--- src/rtl/pss_map.svh ---
// Offsets, field positions, reset values, encodings and counts of the program sequencer
`ifndef PSS_MAP_SVH
`define PSS_MAP_SVH

// ==========================================================
// Register offsets (byte addresses)
`define PSS_OFF_PCL 8'h00
`define PSS_OFF_CTRL 8'h04
`define PSS_OFF_STAT 8'h08
`define PSS_OFF_ACC 8'h0C

// ==========================================================
// Control and status fields
`define PSS_CTRL_RUN 0
`define PSS_CTRL_INTEN 1
`define PSS_CTRL_RST 2'h0
`define PSS_STAT_DEPTH_LSB 12
`define PSS_STAT_FULL 15
`define PSS_STAT_PEND 16
`define PSS_STAT_FLAG_LSB 17

// ==========================================================
// Program counter and vectors
`define PSS_PC_W 11
`define PSS_PC_RST 11'h000
`define PSS_INT_VEC 11'h004
`define PSS_STACK_DEPTH 4
`define PSS_PHASES 4

// ==========================================================
// Instruction classes, word bits [15:12]
`define PSS_CL_NOP 4'h0
`define PSS_CL_ALU 4'h1
`define PSS_CL_JMP 4'h2
`define PSS_CL_CALL 4'h3
`define PSS_CL_RET 4'h4
`define PSS_CL_INTERRUPT_RETURN 4'h5
`define PSS_CL_SZ 4'h6
`define PSS_CL_SNZ 4'h7
`define PSS_CL_PCLW 4'h8
`define PSS_CL_PCLR 4'h9
`define PSS_NOP_WORD 16'h0000

// ==========================================================
// ALU operations, word bits [11:8]
`define PSS_OP_ADD 4'h0
`define PSS_OP_ADC 4'h1
`define PSS_OP_SUB 4'h2
`define PSS_OP_SBC 4'h3
`define PSS_OP_DAA 4'h4
`define PSS_OP_AND 4'h5
`define PSS_OP_OR 4'h6
`define PSS_OP_XOR 4'h7
`define PSS_OP_CPL 4'h8
`define PSS_OP_RR 4'h9
`define PSS_OP_RRC 4'hA
`define PSS_OP_RL 4'hB
`define PSS_OP_RLC 4'hC
`define PSS_OP_INC 4'hD
`define PSS_OP_DEC 4'hE
`define PSS_OP_MOV 4'hF

`endif

--- src/rtl/pss_pkg.sv ---
// Types shared by the program sequencer modules
package pss_pkg;

  // ==========================================================
  // Instruction phase within one instruction cycle
  typedef enum logic [1:0] {PSS_T1, PSS_T2, PSS_T3, PSS_T4} pss_phase_t;

  // ==========================================================
  // Status flags
  typedef struct packed {
    logic ov;
    logic z;
    logic ac;
    logic c;
  } pss_flags_t;

  typedef logic [3:0] pss_op_t;

endpackage : pss_pkg

--- src/rtl/pss_stk_if.sv ---
// Carrier between the sequencer core and its return-address stack
`timescale 1ns/1ns
interface pss_stk_if #(parameter int AW = 11, parameter int CW = 3);
  logic push;
  logic pop;
  logic [AW-1:0] push_pc;
  logic [AW-1:0] top_pc;
  logic [CW-1:0] depth;
  logic full;

  modport core (output push, output pop, output push_pc, input top_pc, input depth, input full);
  modport stack (input push, input pop, input push_pc, output top_pc, output depth, output full);
endinterface : pss_stk_if

--- src/rtl/pss_core.sv ---
// Program sequencer: phases, fetch/execute pipeline, program counter, ALU and APB registers
// Operation
// - Each instruction cycle consists of four successive clock phases.
// - Phase one increments the counter and fetches; phases two to four execute.
// - Fetch overlaps execution, so plain instructions take one instruction cycle.
// - Jumps and calls take two cycles: target, then the branch itself.
// - A taken skip discards the prefetched word and runs a dummy cycle.
// - Program counter is 11 bits; its low byte has its own register, and all 11 bits read back in the status word.
// - Low byte is read/write; writing it jumps within the current 256-word page.
// - A low-byte write inserts one dummy cycle refetching from the new address.
// - Jumps, calls, interrupts and reset load the counter instead of incrementing.
// - Four-level stack holds counter values only, invisible to software.
// - Calls and interrupt acknowledges push the counter value less one, the return address.
// - Return and interrupt return pop the stack into the counter.
// - Reset leaves the stack pointer at the top, the empty state.
// - Interrupt with full stack stays pending until a return frees a level.
// - Call on a full stack proceeds; the oldest saved value is lost.
// - Eight-bit ALU works on the accumulator and the immediate byte, result back into the accumulator.
// - ALU operations update carry, borrow and other status flags.
// - ALU adds, subtracts, adjusts decimal, does logic, rotates, increments, decrements.
// - Execution starts at program address zero after reset.
// - Program memory holds 2K words of 16 bits.
//
// The placing of the registers and the APB register port were chosen for this implementation.
`timescale 1ns/1ns
`include "pss_map.svh"
module pss_core #(
  parameter int AW = 8,
  parameter int PC_W = `PSS_PC_W,
  parameter int IW = 16,
  parameter int STACK_DEPTH = `PSS_STACK_DEPTH
) (
  input wire logic core_clk,
  input wire logic reset_n,
  input wire logic psel,
  input wire logic penable,
  input wire logic pwrite,
  input wire logic [AW-1:0] paddr,
  input wire logic [31:0] pwdata,
  output logic [31:0] prdata,
  output logic pready,
  output logic pslverr,
  output logic [PC_W-1:0] pmem_addr,
  input wire logic [IW-1:0] pmem_rdata,
  output logic pmem_rd,
  input wire logic irq_req,
  output logic [3:0] instruction_phases,
  output logic int_ack
);

  localparam int CW = $clog2(STACK_DEPTH + 1);

  // ==========================================================
  // ALU
  function automatic logic [11:0] pss_alu(input pss_pkg::pss_op_t op, input logic [7:0] a,
                                          input logic [7:0] b, input logic [3:0] f);
    logic [8:0] s;
    logic [4:0] h;
    logic [7:0] r;
    logic c;
    logic ac;
    logic ov;
    logic z;
    logic cin;
    s = 9'h000;
    h = 5'h00;
    r = a;
    c = f[0];
    ac = f[1];
    z = f[2];
    ov = f[3];
    cin = 1'b0;
    case (op)
      `PSS_OP_ADD, `PSS_OP_ADC:
      begin
        cin = (op == `PSS_OP_ADC) & f[0];
        s = {1'b0, a} + {1'b0, b} + {8'h00, cin};
        h = {1'b0, a[3:0]} + {1'b0, b[3:0]} + {4'h0, cin};
        r = s[7:0];
        c = s[8];
        ac = h[4];
        ov = (a[7] == b[7]) & (r[7] != a[7]);
      end
      `PSS_OP_SUB, `PSS_OP_SBC:
      begin
        // Carry set means no borrow
        cin = (op == `PSS_OP_SUB) | f[0];
        s = {1'b0, a} + {1'b0, ~b} + {8'h00, cin};
        h = {1'b0, a[3:0]} + {1'b0, ~b[3:0]} + {4'h0, cin};
        r = s[7:0];
        c = s[8];
        ac = h[4];
        ov = (a[7] != b[7]) & (r[7] != a[7]);
      end
      `PSS_OP_DAA:
      begin
        s = {1'b0, a};
        if (a[3:0] > 4'h9 || f[1])
          s = s + 9'h006;
        if (s[7:4] > 4'h9 || f[0] || s[8])
          s = s + 9'h060;
        r = s[7:0];
        c = f[0] | s[8];
      end
      `PSS_OP_AND: r = a & b;
      `PSS_OP_OR: r = a | b;
      `PSS_OP_XOR: r = a ^ b;
      `PSS_OP_CPL: r = ~a;
      `PSS_OP_RR: r = {a[0], a[7:1]};
      `PSS_OP_RRC:
      begin
        r = {f[0], a[7:1]};
        c = a[0];
      end
      `PSS_OP_RL: r = {a[6:0], a[7]};
      `PSS_OP_RLC:
      begin
        r = {a[6:0], f[0]};
        c = a[7];
      end
      `PSS_OP_INC: r = a + 8'h01;
      `PSS_OP_DEC: r = a - 8'h01;
      default: r = b;
    endcase
    // Rotations, plain or through carry, leave zero untouched
    if (op != `PSS_OP_RR && op != `PSS_OP_RL && op != `PSS_OP_RRC && op != `PSS_OP_RLC)
      z = (r == 8'h00);
    return {ov, z, ac, c, r};
  endfunction : pss_alu

  // ==========================================================
  // State
  pss_pkg::pss_phase_t phase_r;
  pss_pkg::pss_flags_t flags_r;
  logic [PC_W-1:0] pc_r;
  logic [IW-1:0] fetch_r;
  logic [IW-1:0] exec_r;
  logic flush_r;
  logic [7:0] acc_r;
  logic [1:0] ctrl_r;
  logic irq_s1_r;
  logic irq_s2_r;
  logic irq_s3_r;
  logic pend_r;
  logic [31:0] prdata_r;
  logic pslverr_r;

  pss_stk_if #(.AW(PC_W), .CW(CW)) stk ();

  pss_stack #(.AW(PC_W), .DEPTH(STACK_DEPTH), .CW(CW)) u_stack (
    .core_clk(core_clk),
    .reset_n(reset_n),
    .stk(stk)
  );

  // ==========================================================
  // Decode
  wire running = ctrl_r[`PSS_CTRL_RUN];
  wire at_t1 = running && (phase_r == pss_pkg::PSS_T1);
  wire at_t4 = running && (phase_r == pss_pkg::PSS_T4);
  wire [3:0] cls = exec_r[15:12];
  wire [3:0] aop = exec_r[11:8];
  wire [7:0] imm = exec_r[7:0];
  wire [PC_W-1:0] target = exec_r[PC_W-1:0];
  wire [PC_W-1:0] ret_pc = pc_r - PC_W'(1);
  wire [11:0] alu_out = pss_alu(aop, acc_r, imm, flags_r);
  wire is_alu = (cls == `PSS_CL_ALU);
  wire is_jmp = (cls == `PSS_CL_JMP);
  wire is_call = (cls == `PSS_CL_CALL);
  wire is_ret = (cls == `PSS_CL_RET) || (cls == `PSS_CL_INTERRUPT_RETURN);
  wire is_pclw = (cls == `PSS_CL_PCLW);
  wire skip_hit = ((cls == `PSS_CL_SZ) && acc_r == 8'h00) || ((cls == `PSS_CL_SNZ) && acc_r != 8'h00);
  wire redirect = is_jmp || is_call || is_ret || is_pclw || skip_hit;
  wire irq_edge = irq_s2_r && !irq_s3_r;

  // APB decode
  wire apb_setup = psel && !penable;
  wire apb_wr = psel && penable && pwrite;
  wire hit_pcl = (paddr == `PSS_OFF_PCL);
  wire hit_ctrl = (paddr == `PSS_OFF_CTRL);
  wire hit_stat = (paddr == `PSS_OFF_STAT);
  wire hit_acc = (paddr == `PSS_OFF_ACC);
  wire hit_any = hit_pcl || hit_ctrl || hit_stat || hit_acc;
  wire sw_pcl = apb_wr && hit_pcl;
  wire sw_ctrl = apb_wr && hit_ctrl;
  wire sw_acc = apb_wr && hit_acc;
  // Software counter write in the same edge wins over execute-phase work
  wire t4_live = at_t4 && !sw_pcl;
  wire int_take = t4_live && pend_r && ctrl_r[`PSS_CTRL_INTEN] && !stk.full && !redirect;
  logic [31:0] stat_word;

  // Status word, fields placed at their map positions
  always_comb
  begin
    stat_word = 32'h00000000;
    stat_word[PC_W-1:0] = pc_r;
    stat_word[`PSS_STAT_DEPTH_LSB +: 3] = stk.depth[2:0];
    stat_word[`PSS_STAT_FULL] = stk.full;
    stat_word[`PSS_STAT_PEND] = pend_r;
    stat_word[`PSS_STAT_FLAG_LSB +: 4] = flags_r;
  end
  wire [31:0] rd_mux = hit_pcl ? {24'h000000, pc_r[7:0]} :
                       hit_ctrl ? {30'h00000000, ctrl_r} :
                       hit_stat ? stat_word :
                       hit_acc ? {24'h000000, acc_r} : 32'h00000000;

  assign stk.push = (t4_live && is_call) || int_take;
  assign stk.pop = t4_live && is_ret;
  assign stk.push_pc = ret_pc;

  assign pmem_addr = pc_r;
  assign pmem_rd = at_t1;
  assign int_ack = int_take;
  assign instruction_phases = running ? (4'h1 << phase_r) : 4'h0;
  assign prdata = prdata_r;
  assign pready = 1'b1;
  assign pslverr = pslverr_r;

  // ==========================================================
  // Phase sequencer
  always_ff @(posedge core_clk or negedge reset_n)
  begin
    if (!reset_n)
      phase_r <= pss_pkg::PSS_T1;
    else if (running)
      phase_r <= pss_pkg::pss_phase_t'(phase_r + 2'h1);
  end

  // ==========================================================
  // Fetch and execute pipeline
  always_ff @(posedge core_clk or negedge reset_n)
  begin
    if (!reset_n)
    begin
      pc_r <= `PSS_PC_RST;
      fetch_r <= `PSS_NOP_WORD;
      exec_r <= `PSS_NOP_WORD;
      flush_r <= 1'b1;
    end
    else if (sw_pcl)
    begin
      pc_r <= {pc_r[PC_W-1:8], pwdata[7:0]};
      // Instruction in flight is dropped, else a later branch would undo the write
      exec_r <= `PSS_NOP_WORD;
      flush_r <= 1'b1;
    end
    else if (at_t1)
    begin
      fetch_r <= pmem_rdata;
      exec_r <= flush_r ? `PSS_NOP_WORD : fetch_r;
      pc_r <= pc_r + PC_W'(1);
      flush_r <= 1'b0;
    end
    else if (at_t4)
    begin
      if (int_take)
      begin
        pc_r <= `PSS_INT_VEC;
        flush_r <= 1'b1;
      end
      else if (is_jmp || is_call)
      begin
        pc_r <= target;
        flush_r <= 1'b1;
      end
      else if (is_ret)
      begin
        pc_r <= stk.top_pc;
        flush_r <= 1'b1;
      end
      else if (is_pclw)
      begin
        pc_r <= {pc_r[PC_W-1:8], acc_r};
        flush_r <= 1'b1;
      end
      else if (skip_hit)
        flush_r <= 1'b1;
    end
  end

  // ==========================================================
  // Accumulator and status
  always_ff @(posedge core_clk or negedge reset_n)
  begin
    if (!reset_n)
    begin
      acc_r <= 8'h00;
      flags_r <= '0;
    end
    else if (sw_acc)
      acc_r <= pwdata[7:0];
    else if (t4_live && is_alu)
    begin
      acc_r <= alu_out[7:0];
      flags_r <= alu_out[11:8];
    end
    else if (t4_live && cls == `PSS_CL_PCLR)
      acc_r <= pc_r[7:0];
  end

  // ==========================================================
  // Control and interrupt pending
  always_ff @(posedge core_clk or negedge reset_n)
  begin
    if (!reset_n)
    begin
      ctrl_r <= `PSS_CTRL_RST;
      irq_s1_r <= 1'b0;
      irq_s2_r <= 1'b0;
      irq_s3_r <= 1'b0;
      pend_r <= 1'b0;
    end
    else
    begin
      irq_s1_r <= irq_req;
      irq_s2_r <= irq_s1_r;
      irq_s3_r <= irq_s2_r;
      // New request wins over the acknowledge clear
      if (irq_edge)
        pend_r <= 1'b1;
      else if (int_take)
        pend_r <= 1'b0;
      if (sw_ctrl)
        ctrl_r <= pwdata[1:0];
      else if (int_take)
        ctrl_r[`PSS_CTRL_INTEN] <= 1'b0;
      else if (t4_live && cls == `PSS_CL_INTERRUPT_RETURN)
        ctrl_r[`PSS_CTRL_INTEN] <= 1'b1;
    end
  end

  // ==========================================================
  // APB read data, captured in the setup cycle
  always_ff @(posedge core_clk or negedge reset_n)
  begin
    if (!reset_n)
    begin
      prdata_r <= 32'h00000000;
      pslverr_r <= 1'b0;
    end
    else if (apb_setup)
    begin
      prdata_r <= pwrite ? 32'h00000000 : rd_mux;
      pslverr_r <= !hit_any;
    end
  end

endmodule : pss_core

--- src/rtl/pss_stack.sv ---
// Return-address stack, circular, oldest entry overwritten on overflow
`timescale 1ns/1ns
module pss_stack #(
  parameter int AW = 11,
  parameter int DEPTH = 4,
  parameter int CW = 3
) (
  input wire logic core_clk,
  input wire logic reset_n,
  pss_stk_if.stack stk
);

  localparam int PW = $clog2(DEPTH);

  // Depth must be a power of two so the pointer wraps by itself
  logic [AW-1:0] mem [DEPTH];
  logic [PW-1:0] wptr_r;
  logic [CW-1:0] cnt_r;
  logic [PW-1:0] top_idx;
  logic at_full;

  assign top_idx = wptr_r - {{(PW-1){1'b0}}, 1'b1};
  assign at_full = (cnt_r == CW'(DEPTH));
  assign stk.top_pc = mem[top_idx];
  assign stk.depth = cnt_r;
  assign stk.full = at_full;

  // ==========================================================
  // Pointer and level count, empty after reset
  always_ff @(posedge core_clk or negedge reset_n)
  begin
    if (!reset_n)
    begin
      wptr_r <= '0;
      cnt_r <= '0;
    end
    else if (stk.push)
    begin
      wptr_r <= wptr_r + {{(PW-1){1'b0}}, 1'b1};
      if (!at_full)
        cnt_r <= cnt_r + CW'(1);
    end
    else if (stk.pop && cnt_r != '0)
    begin
      wptr_r <= top_idx;
      cnt_r <= cnt_r - CW'(1);
    end
  end

  // Full push lands on the oldest slot, which is thereby lost
  always_ff @(posedge core_clk)
  begin
    if (stk.push)
      mem[wptr_r] <= stk.push_pc;
  end

endmodule : pss_stack

--- config.mk ---
export PLATFORM = sky130hd
export DESIGN_NAME = pss_core
export DESIGN_NICKNAME = d
export VERILOG_FILES = /design/src/rtl/pss_pkg.sv /design/src/rtl/pss_stk_if.sv /design/src/rtl/pss_core.sv /design/src/rtl/pss_stack.sv
export VERILOG_INCLUDE_DIRS = /design/src /design/src/rtl
export SDC_FILE = /design/constraint.sdc
export NUM_CORES = 1
export LEC_CHECK = 0
export BUFFER_PORTS_ARGS = -buffer_cell sky130_fd_sc_hd__buf_2
export CAP_MARGIN = 20
export CORE_MARGIN = 2
export CORE_UTILIZATION = 25
export CTS_CLUSTER_SIZE = 12
export DETAILED_ROUTE_END_ITERATION = 8
export MAX_ROUTING_LAYER = met4
export SLEW_MARGIN = 10
export SYNTH_ARGS = -nofsm -noshare
export SYNTH_HDL_FRONTEND = slang
export SYNTH_SLANG_ARGS = --single-unit
--- constraint.sdc ---
create_clock -name core_clk -period 6 [get_ports core_clk]
set_clock_uncertainty 0.2 [all_clocks]
set_input_delay 0.3 -clock core_clk [delete_from_list [all_inputs] [get_ports core_clk]]
set_output_delay 0.3 -clock core_clk [all_outputs]
set_load 0.02 [all_outputs]
Yosys cells after proc, flatten, opt, wreduce, memory -nomap -nowiden
Memories as Yosys holds them, arrays and structs flattened.
Index checks and enable logic that the tools add are counted.
{ "word_totals": {"output_inout_bits": 51, "wordCells": 214, "reg_bits": 102, "mem_bits_rw": 44, "memories": 1, "input_bits": 62} }
{ "classes": {"reduce_logical": 73, "n_shift": 1, "order_cmp": 2, "muxes": 47, "n_addsub": 19, "n_eq_ne": 37, "n_bitwise": 13} }
{ "memory_table": {"columns": ["memory", "depth", "word_bits", "read_ports", "rd_clocked_by_memory_dff", "write_ports", "line_no", "text"], "rows": [
  ["u_stack.mem", 4, 11, 1, 0, 1, "pss_stack.sv:16", "logic [AW-1:0] mem [DEPTH];"]
]} }
{ "op_table": {"columns": ["cell", "count"], "rows": [
  ["case mux 8 bit (13 select lines)", 1],
  ["two-way mux 21 bit", 4],
  ["two-way mux 11 bit", 5],
  ["two-way mux 16 bit", 3],
  ["two-way mux 8 bit", 6],
  ["== test 4 bit (second input constant)", 9],
  ["two-way mux 9 bit", 4],
  ["== test 4 x 3 -> 1 bit (second input constant)", 8],
  ["logical AND 1 bit", 25],
  ["logical NOT 8 bit", 3],
  ["adder 8 x 8 -> 9 bit", 2],
  ["adder 9 x 1 -> 9 bit", 2],
  ["== test 4 x 2 -> 1 bit (second input constant)", 4],
  ["== test 8 x 4 -> 1 bit (second input constant)", 2],
  ["inequality test 4 bit (second input constant)", 4],
  ["NOT 8 bit", 2],
  ["two-way mux 1 bit", 15],
  ["logical OR 1 bit", 13],
  ["AND reduction 3 bit", 4],
  ["nonzero test 3 bit", 4],
  ["adder 11 x 1 -> 11 bit (second input constant)", 1],
  ["subtractor 11 x 1 -> 11 bit (second input constant)", 1],
  ["adder 4 x 4 -> 5 bit", 2],
  ["adder 5 x 1 -> 5 bit", 2],
  ["40 further kinds", 66]
]} }

Longest topological paths before layout
Gate-level depths: netlist of the first run.
{ "depth": {"ltp_word": 13, "ltp_mapped": 16} }

Hierarchy
From an unflattened synthesis of the first run, not the netlist that was laid out.
{ "hier_totals": {"hier_cells": 933, "area_unflattened_um2": 8923.6} }
{ "modules_own_cells": {"columns": ["module", "n_inst", "area_each_um2", "cells_each", "seq_area_each_um2"], "rows": [
  ["pss_core", 1, 6934.2, 835, 2128.3],
  ["pss_stack", 1, 1989.4, 98, 1446.4]
]} }

Worst setup path before layout of the first run
Ideal clock, no wire load.
{ "synth_timing": {"kind": "reg2reg", "from": "reg exec_r[9]", "to": "reg flags_r[2] (netlist bit)", "path_stages_with_launch": 15, "t_required_ps": 5705, "setup_time_ps": 95, "path_slack_ps": 1343, "arrival_ps": 4362, "cell_sequence": "dfrtp_1 > clkbuf_1 > clkbuf_1 > clkbuf_1 > clkbuf_1 > nand2_1 > o21ai_0 > fa_1 > fa_1 > mux2_2 > mux4_2 > o32a_1 > or3_1 > or4_1 > o31ai_1"} }
{ "synth_via": {"elab_chain_len": 5, "word_cells_on_any_way": 31, "classes_between": "2 x add/sub; 18 x eq/ne; 1 x mux; 2 x bitwise; 8 x reduce/logical"} }
{ "synth_lines": {"columns": ["element", "line_no", "text"], "rows": [
  ["from (decl)", "pss_core.sv:137", "logic [IW-1:0] exec_r;"],
  ["from (signal assigned)", "pss_core.sv:237", "exec_r <= `PSS_NOP_WORD;"],
  ["from (signal assigned)", "pss_core.sv:244", "exec_r <= `PSS_NOP_WORD;"],
  ["from (signal assigned)", "pss_core.sv:250", "exec_r <= flush_r ? `PSS_NOP_WORD : fetch_r;"],
  ["== test 4 x 2 -> 1 bit, or another cell as far along", null, null],
  ["bitwise OR 1 bit, or another cell as far along", "pss_core.sv:87", "cin = (op == `PSS_OP_SUB) | f[0];"],
  ["adder 9 x 1 -> 9 bit, or another cell as far along", "pss_core.sv:88", "s = {1'b0, a} + {1'b0, ~b} + {8'h00, cin};"],
  ["case mux 8 bit (13 select lines) or logical AND 1 bit (tied branches)", null, null],
  ["logical NOT 8 bit or AND reduction 3 bit (tied branches)", null, null],
  ["to (signal assigned)", "pss_core.sv:295", "flags_r <= alu_out[11:8];"],
  ["to (decl)", "pss_core.sv:134", "pss_pkg::pss_flags_t flags_r;"]
]} }
Parallel ways exist; a longest one is shown, timed or not.
A chain may end at the register's enable or synchronous reset.

Worst setup path after layout of the first run
{ "layout_timing": {"from": "reg exec_r[11]", "to": "reg flags_r[2] (netlist bit)"} }
The elaborated chain is that of the path after synthesis.

==> flow_results.org, run 1 <==
** Hold path
- The tightest min-delay check is of the in -> reg type.

** Logic synthesis
- Seq/Total Area, Yosys :: 40.8%
- After Yosys synthesis, and, or, nand and nor cells account for 15.3% of the synthesized area.
- Counting flops with an async set or reset pin after synthesis yields a share of 67.2%.
- Adder-cell share of the synthesized area :: 7.23%
- Post-synth EDFFs :: 44
- Post-Syn Area :: 0.00875 sq mm
- Of the post-synthesis cell area, the dominant cell type holds 25.4%.
- In the synthesized netlist the dominant register cell turns out to be sky130_fd_sc_hd__dfrtp_1.
- In the synthesized netlist, the number of instances is 911.
- Main combinational cell family by area after synthesis :: compound AO/OA/AOI/OAI gates
- Synth area leaders :: sky130_fd_sc_hd__dfrtp_1 25%, sky130_fd_sc_hd__edfxtp_1 15%, sky130_fd_sc_hd__ha_1 5.9%
- Syn. warnings :: 0
- Register bit total from synthesis :: 134
- Measured against the total synthesized area, the mux share comes to 7.32%.
- Summing the areas of all compound-gate instances in the mapped netlist gives 19.6% of the synthesized area.
- Summing the areas of all xor and xnor instances in the mapped netlist gives 3.30% of the synthesized area.
- In this run the mean area of a mapped cell was 9.61 sq um.
- Yosys mapped the design onto 75 distinct sky130hd cell types.
- The synthesized design spends more area on one cell type than any other, namely sky130_fd_sc_hd__dfrtp_1.

** Drt
- Summing over every cut layer, the via total after detailed routing is 7333.
- Using the TritonRoute via totals, the vias-per-cell ratio works out to 5.06.
- For this run, design rule violations remaining after detail routing come to 0.
- Detailed Route Iter0 Violations :: 573
- Total detailed-routing wirelength :: 26900 microns
- The count of nets left with antenna violations once routing finished came out at 0.
- Number of detailed-routing iterations run before antenna repair :: 5
- Final routed wire length divided by cell count :: 18.6 microns

** STA
- Tightest slew margin relative to the limit :: 45.4%
- Timing-limited maximum frequency :: 221 MHz
- On the final layout, the worst hold slack is 0.0151 ns.
- For the finished layout, the period the worst path requires is 4.52 ns.
- Setup violations remaining at the end of the flow were counted as 0.
- The max-slew violation count came to 0.
- In the final timing run, aggregate negative setup slack is 0 ns.
- Portion of the clock cycle consumed by the worst path in the final layout :: 75.3%
- For the pin with the worst max-slew slack, the measured transition is 0.809 ns.
- Least setup slack across all paths after layout :: 1.48 ns
- Setup repair after global routing left no endpoint under its margin.
- Number of hold-slack violations in the final timing report :: 0

** Critical path
- The slowest stage of the critical path belongs to the cell sky130_fd_sc_hd__dfrtp_1.
- Largest fanout of any net on the critical path :: 16
- Broken down by cell family, the worst path's largest delay share belongs to simple AND/OR/NAND/NOR gates.
- The worst setup path is of the reg -> reg kind.
- Capturing element type of the critical path :: flop
- Crit path required time :: 6.12 ns
- Crit path buffers/inverters :: 1
- The critical path goes through inv_1 > nor2_1 > and3_1 > fa_1 > mux2i_1 > o21ai_0 > mux4_2 > o32a_1 > or3_1 > or4_1 > o31ai_1.
- The worst setup path is launched from a flop.
- Data arrives at the worst endpoint at 4.64 ns.
- CP max stage delay :: 0.68 ns

** CTS
- Clock transition at the registers of the reported paths :: 0.06 ns
- Buffers from clock root to sink, at most :: 2
- Clk sink count :: 134
- TritonCTS clock tree :: built
- At the later pin of the worst-skew pair, clock insertion delay measures 0.42 ns.
- Quantity of gates resized following cts :: 0
- Clock tree synthesis selected as its root buffer the cell sky130_fd_sc_hd__clkbuf_16.
- Setup repair bufs after CTS :: 0
- Clock tree synthesis inserted a total of 17 buffers.
- The H-tree was split into 4 levels.

** Place
- Final weighted congestion in routability-driven placement :: 0.939
- # port buffers :: 75
- The number of placed instances, taps included, is 1392.
- Post-Place Worst Slack :: 1.56 ns
- Total half-perimeter wirelength after legalization and detailed placement :: 20000 microns

** Layout
- Number of nets in the finished design :: 1090
- Post-layout util :: 29.9%
- The finished layout holds 1449 standard cells, fillers aside.
- Post-synthesis to final-layout area growth :: 18.0%
- 0 antenna diodes ended up in the layout.
- Ratio of cells with drive above 1 in the final layout :: 17.5%

** Global route
- Antenna violations before repair :: 0
- Entering global routing, the biggest net connects 53 pins.
- The number of global-route vias before repair is 7179.
- Wire length of the first global-routing pass :: 41800 microns
- The total overflow left after global routing is 0.
- Total GRT Usage :: 15.3%

** Run
- Max-cap violations in this run came to 0.

** Floorplanning
- The die is 191 microns wide.
- Die Outline Area :: 0.0365 sq mm
- 113 I/O pins were placed.
- Height of the chip :: 191 microns
- Row cnt :: 68
- The initial utilization of the core area, before any placement, comes to 25.3%.
- The total area inside the core boundary comes to 0.0345 sq mm.

** Power
- Maximum ir drop on the vdd rail :: 0.000222 V
- Power per unit of standard cell area :: 291 mW/mm^2
- Leakage power of the design :: 4.31 nW

** Status
- Outcome :: finished clean
cell families after synthesis:
group                      Yosys count
muxes                               46
and+or+nand+nor                    272
xor gates and xnor gates            33
adders and majority gates           47
DFF                                134
buffers and inverters              127
AOI/OAI and AO/OA                  250
other                                2
sequential cells by signal, summed over array words and instances (netlist names):
signal / cells
flags_r: 4
flush_r: 1
pend_r: 1
pmem_addr: 11
u_stack.mem: 44
irq_s3_r: 1
acc_r: 8
irq_s2_r: 1
exec_r: 16
ctrl_r: 2
prdata: 20
irq_s1_r: 1
phase_r: 2
pslverr: 1
fetch_r: 16
u_stack.stk.depth: 3
u_stack.wptr_r: 2
power by group:
| part | total, W | internal, W | switching, W |
|---|---|---|---|
| clock network | 0.00102 | 0.000592 | 0.000428 |
| registers | 0.00117 | 0.00103 | 0.000137 |
| logic | 0.000813 | 0.000322 | 0.000491 |
| total | 0.00300 | 0.00195 | 0.00106 |
cells in the mapped netlist (all sizes together) (22+ instances only):
| master | number |
|---|---|
| a22o | 31 |
| inv | 51 |
| ha | 41 |
| nand3 | 29 |
| o21ai | 48 |
| dfrtp | 89 |
| nand2 | 78 |
| clkbuf | 51 |
| nor3 | 22 |
| edfxtp | 44 |
| nor2 | 56 |
| buf | 23 |
| a21oi | 60 |
| mux2 | 24 |
placed cells by master (no fill, tap or decap), types with 14 or more instances in the layout:
master	synthesis	final
sky130_fd_sc_hd__mux2_2	24	24
sky130_fd_sc_hd__clkbuf_16	0	17
sky130_fd_sc_hd__ha_1	41	41
sky130_fd_sc_hd__dlygate4sd3_1	0	24
sky130_fd_sc_hd__nand3_1	29	29
sky130_fd_sc_hd__nor2_1	56	56
sky130_fd_sc_hd__buf_2	3	74
sky130_fd_sc_hd__inv_1	50	50
sky130_fd_sc_hd__a21oi_1	59	59
sky130_fd_sc_hd__buf_4	14	16
sky130_fd_sc_hd__nand2_1	78	78
sky130_fd_sc_hd__xnor2_1	20	20
sky130_fd_sc_hd__nor2b_1	14	14
sky130_fd_sc_hd__nor3_1	22	22
sky130_fd_sc_hd__edfxtp_1	44	44
sky130_fd_sc_hd__a22o_1	31	31
sky130_fd_sc_hd__o21ai_0	47	47
sky130_fd_sc_hd__dfrtp_1	89	89
path summary, 6_finish.rpt:
path | endpoint | from | slack (ns) | cells after the start
max | flags_r[2] | exec_r[11] | 1.48 | 11
min | acc_r[4] | pwdata[4] | 0.02 | 2
max reg2reg | flags_r[2] | exec_r[11] | 1.48 | 11
min reg2reg | irq_s2_r | irq_s1_r | 0.15 | 0
max in group asynchronous | exec_r[9] | reset_n | 4.33 | 3
min in group asynchronous | prdata[14] | reset_n | 0.19 | 2
worst reg2reg max path, cell delays in order, from the launching register on:
cell	delay, ns
sky130_fd_sc_hd__dfrtp_1	0.68
sky130_fd_sc_hd__inv_1	0.22
sky130_fd_sc_hd__nor2_1	0.25
sky130_fd_sc_hd__and3_1	0.40
sky130_fd_sc_hd__fa_1	0.52
sky130_fd_sc_hd__mux2i_1	0.20
sky130_fd_sc_hd__o21ai_0	0.11
sky130_fd_sc_hd__mux4_2	0.50
sky130_fd_sc_hd__o32a_1	0.33
sky130_fd_sc_hd__or3_1	0.34
sky130_fd_sc_hd__or4_1	0.42
sky130_fd_sc_hd__o31ai_1	0.25
metal layers:
layer  track usage (%)  up-vias  routed length [microns]
met2              25.2      276                    13000
met4              5.68        0                      766
li1                  -     3461                        -
met1              19.3     3549                    11500
met3              1.96       47                     1630
met5                 -        -                        0
layout make-up:
type,instances,area [sq um]
Tap cell,455,569
Clock buffer,18,439
Sequential cell,134,3570
Timing Repair Buffer,114,731
Clock inverter,14,139
Fill cell,3650,24200
Inverter,53,199
Multi-Input combinational cell,661,4680
what timing repair did:
action / in CTS / in global routing
hold buffers: 24 / 0
setup endpoints to repair: 0 / 0
endpoints found under the hold margin: 62 / 0
stage by stage:
step / cell area (sq um) / power, W
2_1_floorplan: 8790 / 0.00170
3_3_place_gp: 9500 / 0.00196
3_5_place_dp: 9500 / 0.00197
4_1_cts: 10300 / 0.00301
5_1_grt: 10300 / 0.00315
6_report: 10300 / 0.00300
No activity file was read; power rests on OpenSTA's default activity.
==> run 2: changes to the inputs <==
- clock period: 6 -> 4.7 ns (I/O delays scaled with it)
==> flow_results.org, run 2 (synthesis gave the netlist of run 1 again) <==
** Floorplanning
- Row cnt :: 68 (unchanged)
- Area of the core region :: 0.0345 sq mm (unchanged)
- The initial core utilization came to 25.3% (unchanged).
- The die width came to 191 microns (unchanged).
- I/O Pins :: 113 (unchanged)
- Height of the chip :: 191 microns (unchanged)
- The area of the die is 0.0365 sq mm (unchanged).

** CTS
- Clk sink count :: 134 (unchanged)
- The number of H-tree levels was 4 (unchanged).
- TritonCTS clock tree :: built
- Worst-skew pair later-pin latency :: 0.42 ns (about the same)
- The number of hold buffers added after CTS came to 26 (+8.3%).
- The number of buffers added by the clock tree synthesis step was 17 (unchanged).
- Setup repair bufs after CTS :: 0 (unchanged)
- The clock-pin slew of the registers on the worst-case setup and hold paths is 0.07 ns (about the same).
- The post-CTS resize count came to 0 (unchanged).
- Buffers from clock root to sink, at most :: 2 (unchanged)
- The tree is rooted in a sky130_fd_sc_hd__clkbuf_16.

** Critical path
- Data arrival time of the critical path :: 4.07 ns (-0.57 ns)
- The slowest stage of the critical path belongs to the cell sky130_fd_sc_hd__or4_1.
- Crit path buffers/inverters :: 1 (unchanged)
- The worst setup path is captured at a flop.
- The maximum single-stage delay on the critical path was 0.57 ns (-0.11 ns).
- The top fanout value on the critical path was 9 (-7).
- CP Cell Sequence :: buf_4 > nor2b_1 > nand3_1 > fa_1 > fa_1 > nand3b_1 > a21oi_1 > a311oi_1 > a21oi_1 > nand3b_1 > a41oi_1 > or4_1 > o31ai_1
- Worst setup SP type :: flop
- Largest delay contributor family on the critical path :: simple AND/OR/NAND/NOR gates
- Critical path class :: reg -> reg
- Crit path required time :: 4.84 ns (-1.28 ns)

** Layout
- Number of nets in the finished design :: 1105 (+1.4%)
- The count of non-filler cells in the finished layout was 1464 (+1.0%).
- The sequential cell area in the final layout was 0.00357 sq mm (unchanged).
- The multi-input combinational cell area was 0.00468 sq mm (unchanged).
- Post-synthesis to final-layout area growth :: 19.9%
- Number of antenna diodes :: 0 (unchanged)
- The design area is 0.0105 sq mm (+1.6%).
- Fill count :: 3605 (-1.2%)
- Commonest non-fill, non-tap cells in the layout :: 89 x sky130_fd_sc_hd__dfrtp_1, 78 x sky130_fd_sc_hd__nand2_1, 74 x sky130_fd_sc_hd__buf_2
- The library cell used most frequently in the layout, excluding fill and tap cells, is sky130_fd_sc_hd__dfrtp_1.
- The number of flip-flops under the largest register name came to 44 (unchanged).
- The register with the most flip-flops in the final layout is u_stack.mem.
- The ratio of cells with drive above 1 in the final layout is 18.4% (+0.93 points).

** Place
- Total half-perimeter wirelength after legalization and detailed placement :: 20900 microns (+4.4%)
- The count of input and output buffers came to 75 (unchanged).
- The instance count after placement with tap cells included came to 1406 (+1.0%).
- The final weighted congestion of routability-driven global placement is 0.899 (-4.2%).
- The placed instance area is 0.00961 sq mm (+1.1%).

** Drt
- Final routed wire length divided by cell count :: 19.1 microns (+3.1%)
- The via count normalized by instance count is 5.06 (about the same).
- The detailed-route via count is 7414 (+1.1%).
- Detailed Route Iter0 Violations :: 619 (+8.0%)
- Total detailed-routing wirelength :: 28000 microns (+4.1%)
- Number of DRC violations after detailed routing :: 0 (unchanged)
- Number of detailed-routing iterations run before antenna repair :: 6 (+1)
- Post-DRT Antenna Nets :: 0 (unchanged)

** Power
- The areal power density over the cells came to 376 mW/mm^2 (+29%).
- The maximum vdd drop is 0.000244 V (+9.9%).
- Total design power :: 0.00395 W (+31%)
- Leakage power of the design :: 4.41 nW (+2.4%)

** STA
- The total negative slack for setup checks is 0 ns (unchanged).
- The worst relative slew slack came to 43.4% (-2.1 points).
- Number of hold-slack violations in the final timing report :: 0 (unchanged)
- The number of setup violations in the final report is 0 (unchanged).
- Minimum clock period after layout :: 3.94 ns (-0.579 ns)
- Count of final max-slew check failures :: 0 (unchanged)
- Timing-limited maximum frequency :: 254 MHz (+15%)
- Setup repair after global routing left no endpoint under its margin.
- Portion of the clock cycle consumed by the worst path in the final layout :: 83.8% (+8.5 points)
- The slew of the pin with the lowest slew margin came to 0.849 ns (+0.0402 ns).
- The worst hold margin was 0.0376 ns (+0.0226 ns).

** Global route
- Total GRT Usage :: 16.1% (+0.72 points)
- The pin count of the biggest net entering global routing is 60 (+13%).
- The number of antenna violations at the first check in global routing was 0 (unchanged).
- Number of global-route vias before repair :: 7150 (-0.40%)
- The total overflow reported by the global router was 0 (unchanged).
- Wire length of the first global-routing pass :: 43300 microns (+3.5%)

** Run
- Max cap viols :: 0 (unchanged)

** Hold path
- The tightest min-delay check is of the in -> reg type.

** Status
- The flow ran to the end, and the final reports show no timing, DRC or antenna violations.
==> run 2: cell count changes in the layout (fill, tap and decap cells not counted), sizes merged <==
cell         delta
buf            +13
bufinv          +1
clkbuf          +3
clkinv          -1
clkinvlp        -1
dlygate4sd3     +2
inv             -2
==> run 2: worst reg2reg max path, delay by kind of cell, from the launching register on <==
kind,cells,cell delay [ns]
compound gates,5,0.96
fa+ha+maj,2,0.88
buf+inv,1,0.19
flops,1,0.40
simple gates,5,1.22
==> run 2: final cells by class <==
cell class | count | share of cell area [%]
Multi-Input combinational cell | 661 | 44.6
Sequential cell | 134 | 34.1
Timing Repair Buffer | 129 | 8.08
Tap cell | 455 | 5.43
Clock buffer | 21 | 4.70
Inverter | 53 | 1.90
Clock inverter | 11 | 1.25
==> run 2: routing by layer <==
layer | track usage (%) | vias up | wire [microns]
met2 | 26.3 | 262 | 14000
met1 | 20.4 | 3627 | 12000
met4 | 4.62 | 0 | 580
met5 | - | - | 0
li1 | - | 3491 | -
met3 | 2.83 | 34 | 1500
==> run 2: where the power goes <==
group          leakage (nW)  internal (W)  switching, W
Sequential             1.55       0.00132      0.000154
Clock                 0.311      0.000868      0.000519
Combinational          2.55      0.000419      0.000666
==> run 2: through the flow <==
stage               setup slack [ns]  utilization [%]
finish                         0.761             30.4
CTS                            0.756             30.4
global placement               0.776             27.8
detailed placement             0.778             27.8
global route                   0.567             30.4
floorplan                     0.0428                -
==> run 2: final timing paths <==
| path | from | endpoint | slack [ns] | depth (start not counted) |
|---|---|---|---|---|
| worst max-delay path | exec_r[9] | flags_r[2] | 0.76 | 13 |
| worst min-delay path | paddr[0] | pslverr | 0.04 | 4 |
| worst max register to register | exec_r[9] | flags_r[2] | 0.76 | 13 |
| worst min register to register | irq_s1_r | irq_s2_r | 0.15 | 0 |
| max in group asynchronous | reset_n | fetch_r[1] | 3.15 | 3 |
| min in group asynchronous | reset_n | prdata[14] | 0.23 | 2 |
==> run 3: changes to the inputs <==
- clock period: 4.7 -> 3.7 ns (I/O delays scaled with it)
==> flow_results.org, run 3 (synthesis gave the netlist of run 1 again) <==
** Global route
- Wire length of the first global-routing pass :: 44900 microns (+3.7%)
- The total overflow reported by the global router is 0 (unchanged).
- The total routing usage reported by global routing came to 16.7% (+0.62 points).
- Antenna violations before repair :: 0 (unchanged)
- Pin count of the biggest net entering global routing :: 71 (+18%)
- The number of global-route vias before repair is 7578 (+6.0%).

** Layout
- Leaving out fill and tap cells, the most frequent cells in the layout are 89 x sky130_fd_sc_hd__dfrtp_1, 77 x sky130_fd_sc_hd__nand2_1, 74 x sky130_fd_sc_hd__buf_2.
- Relative to the synthesized area, the layout overhead comes to 23.8%.
- The number of flip-flops under the largest register name is 44 (unchanged).
- The number of nets in the finished design came to 1150 (+4.1%).
- Register with the highest flop count :: u_stack.mem
- The count of antenna diodes in the layout was 0 (unchanged).
- The library cell used most frequently in the layout, excluding fill and tap cells, is sky130_fd_sc_hd__dfrtp_1.
- The core occupancy in the finished layout came to 31.4% (+1.0 points).
- The ratio of cells with drive above 1 in the final layout came to 22.4% (+4.0 points).
- Fin cells :: 1509 (+3.1%)
- Post-route design area :: 0.0108 sq mm (+3.3%)
- Fill count :: 3671 (+1.8%)

** STA
- The final cycle utilization of the critical path is 101% (+18 points).
- Number of hold-slack violations in the final timing report :: 0 (unchanged)
- The slew of the pin with the lowest slew margin was 0.988 ns (+0.140 ns).
- Tightest slew margin relative to the limit :: 34.1% (-9.2 points)
- The setup slack of the critical path after layout was -0.0540 ns (-0.815 ns).
- Final hold slack :: 0.0477 ns (+0.0101 ns)
- The max-slew violation count was 0 (unchanged).
- The number of setup violations in the final report was 1 (+1).
- Minimum clock period after layout :: 3.75 ns (-0.185 ns)
- Setup repair after global routing missed its margin :: true
- The timing-limited maximum frequency came to 266 MHz (+4.9%).

** CTS
- The number of H-tree levels was 4 (unchanged).
- Clock transition at the registers of the reported paths :: 0.07 ns (about the same)
- The clock insertion delay at the later pin of the skew report is 0.43 ns (about the same).
- Num CTS Buffers :: 17 (unchanged)
- The number of buffers on the longest clock path came to 2 (unchanged).
- Clock tree synthesis selected as its root buffer the cell sky130_fd_sc_hd__clkbuf_16.
- The number of sinks driven by the clock tree is 134 (unchanged).
- TritonCTS clock tree :: built

** Drt
- The antenna violation net count after detailed routing was 0 (unchanged).
- The sum of routed wire length over all layers came to 29200 microns (+4.3%).
- The per-cell routed wire length is 19.4 microns (+1.2%).
- Number of DRC violations after detailed routing :: 0 (unchanged)
- Detailed Route Iter0 Violations :: 630 (+1.8%)
- Vias/cell :: 5.11 (+0.83%)
- The number of search-and-repair iterations in the first detailed-routing pass is 5 (-1).
- Vias after detailed routing :: 7705 (+3.9%)

** Floorplanning
- I/O Pins :: 113 (unchanged)
- The initial core utilization came to 25.3% (unchanged).
- Area of the core region :: 0.0345 sq mm (unchanged)
- Die Outline Area :: 0.0365 sq mm (unchanged)
- Height of the chip :: 191 microns (unchanged)
- The cell row count came to 68 (unchanged).
- X dimension of the die :: 191 microns (unchanged)

** Power
- Share of power burned in combinational logic :: 30.2% (+2.7 points)
- Power spent charging and discharging nets :: 0.00184 W (+37%)
- The internal power summed over all cells was 0.00318 W (+22%).
- The clock share of power came to 33.0% (-2.2 points).
- The switching share of power was 36.7% (+2.7 points).
- The total leakage power was 4.61 nW (+4.5%).
- Maximum ir drop on the vdd rail :: 0.000347 V (+42%)
- The areal power density over the cells was 463 mW/mm^2 (+23%).
- The proportion of power drawn by flip-flops and latches was 36.8% (-0.6 points).

** Critical path
- The count of cells along the worst register-to-register path was 11 (-2).
- STA classifies the critical path startpoint as a flop.
- In this run the worst setup path terminates at flags_r[2].
- Largest fanout of any net on the critical path :: 3 (-6)
- In this run the critical register-to-register path is launched from exec_r[11].
- Capturing element type of the critical path :: flop
- Critical path class :: reg -> reg
- Endpoint of the most critical register-to-register path :: flags_r[2]
- The required time of the critical path came to 3.83 ns (-1.01 ns).
- Reg2Reg Setup Slack :: -0.05 ns (-0.81 ns)
- The data arrival time of the worst path came to 3.88 ns (-0.19 ns).
- Tracing the worst setup path back leads to its startpoint at exec_r[11].

** Hold path
- The tightest min-delay check is of the in -> reg type.

** Place
- The instance count after placement with tap cells included came to 1443 (+2.6%).
- The count of input and output buffers came to 75 (unchanged).
- The half-perimeter wire length after detailed placement was 21700 microns (+3.8%).
- Placement-stage cell area :: 0.00990 sq mm (+3.1%)
- The final weighted congestion of routability-driven global placement is 0.954 (+6.1%).

** Run
- Max cap viols :: 0 (unchanged)

** Status
- Outcome :: complete, but fails checks
- The final reports fail on setup timing.
[run 3: how the worst min path moves through the flow]
stage,startpoint,endpoint,slack [ns],depth (start not counted)
after floorplan,reset_n,acc_r[0],-0.31,0
after global placement,irq_req,irq_s1_r,0.1,1
after detailed placement,irq_req,irq_s1_r,0.1,1
after CTS,paddr[1],pmem_addr[0],0.01,5
after global routing,paddr[1],pmem_addr[0],0.06,5
final,paddr[1],pmem_addr[0],0.05,5
[run 3: power by group through the flow]
stage	clock network, W	registers, W	logic (W)
floorplan	0	0.00182	0.000962
global placement	0	0.00187	0.00144
detailed placement	0	0.00187	0.00145
CTS	0.00170	0.00185	0.00149
global route	0.00176	0.00186	0.00165
finish	0.00165	0.00185	0.00152
[run 3: area by class of cell]
cell class / instances / area, sq um / area share, %
multi-input cells: 661 / 4720 / 43.5
flip-flops and latches: 134 / 3570 / 33.0
repair buffers: 174 / 1200 / 11.1
well taps: 455 / 569 / 5.25
inverters: 53 / 199 / 1.84
clock inverters: 15 / 155 / 1.43
clock buffers: 17 / 425 / 3.92
[run 3: critical path, cell delays in order (launching register included)]
cell	delay [ns]
sky130_fd_sc_hd__dfrtp_1	0.41
sky130_fd_sc_hd__nor2_4	0.16
sky130_fd_sc_hd__nand2_4	0.07
sky130_fd_sc_hd__o21ai_2	0.13
sky130_fd_sc_hd__fa_2	0.22
sky130_fd_sc_hd__fa_1	0.41
sky130_fd_sc_hd__mux2_2	0.27
sky130_fd_sc_hd__mux4_2	0.48
sky130_fd_sc_hd__o32a_1	0.34
sky130_fd_sc_hd__or3_1	0.35
sky130_fd_sc_hd__or4_1	0.41
sky130_fd_sc_hd__o31ai_1	0.21
[run 3: timing repair]
item                                   in CTS  in global routing
setup endpoints to repair                   1                  4
pin swaps                                   1                  2
gates resized for setup                     2                  6
hold buffers                               31                  0
buffers inserted                            2                  1
endpoints found under the hold margin     109                  0
[run 3: metal layers]
metal  wire length (microns)  vias up  track usage (%)  share of wire (%)
li1                        -     3576                -                  -
met1                   11700     3763             19.3                 40
met2                   14600      290             27.9                 50
met3                    1690       76             3.27                5.8
met4                    1230        0             7.60                4.2
met5                       0        -                -                  0
[run 3: stage by stage]
step	total power, W	TNS, ns	worst slack (ns)
4_1_cts	0.00503	-0.0649	-0.0649
2_1_floorplan	0.00278	-0.397	-0.397
3_3_place_gp	0.00331	-0.0468	-0.0468
6_report	0.00502	-0.0540	-0.0540
5_1_grt	0.00527	-0.120	-0.120
3_5_place_dp	0.00333	-0.0991	-0.0991
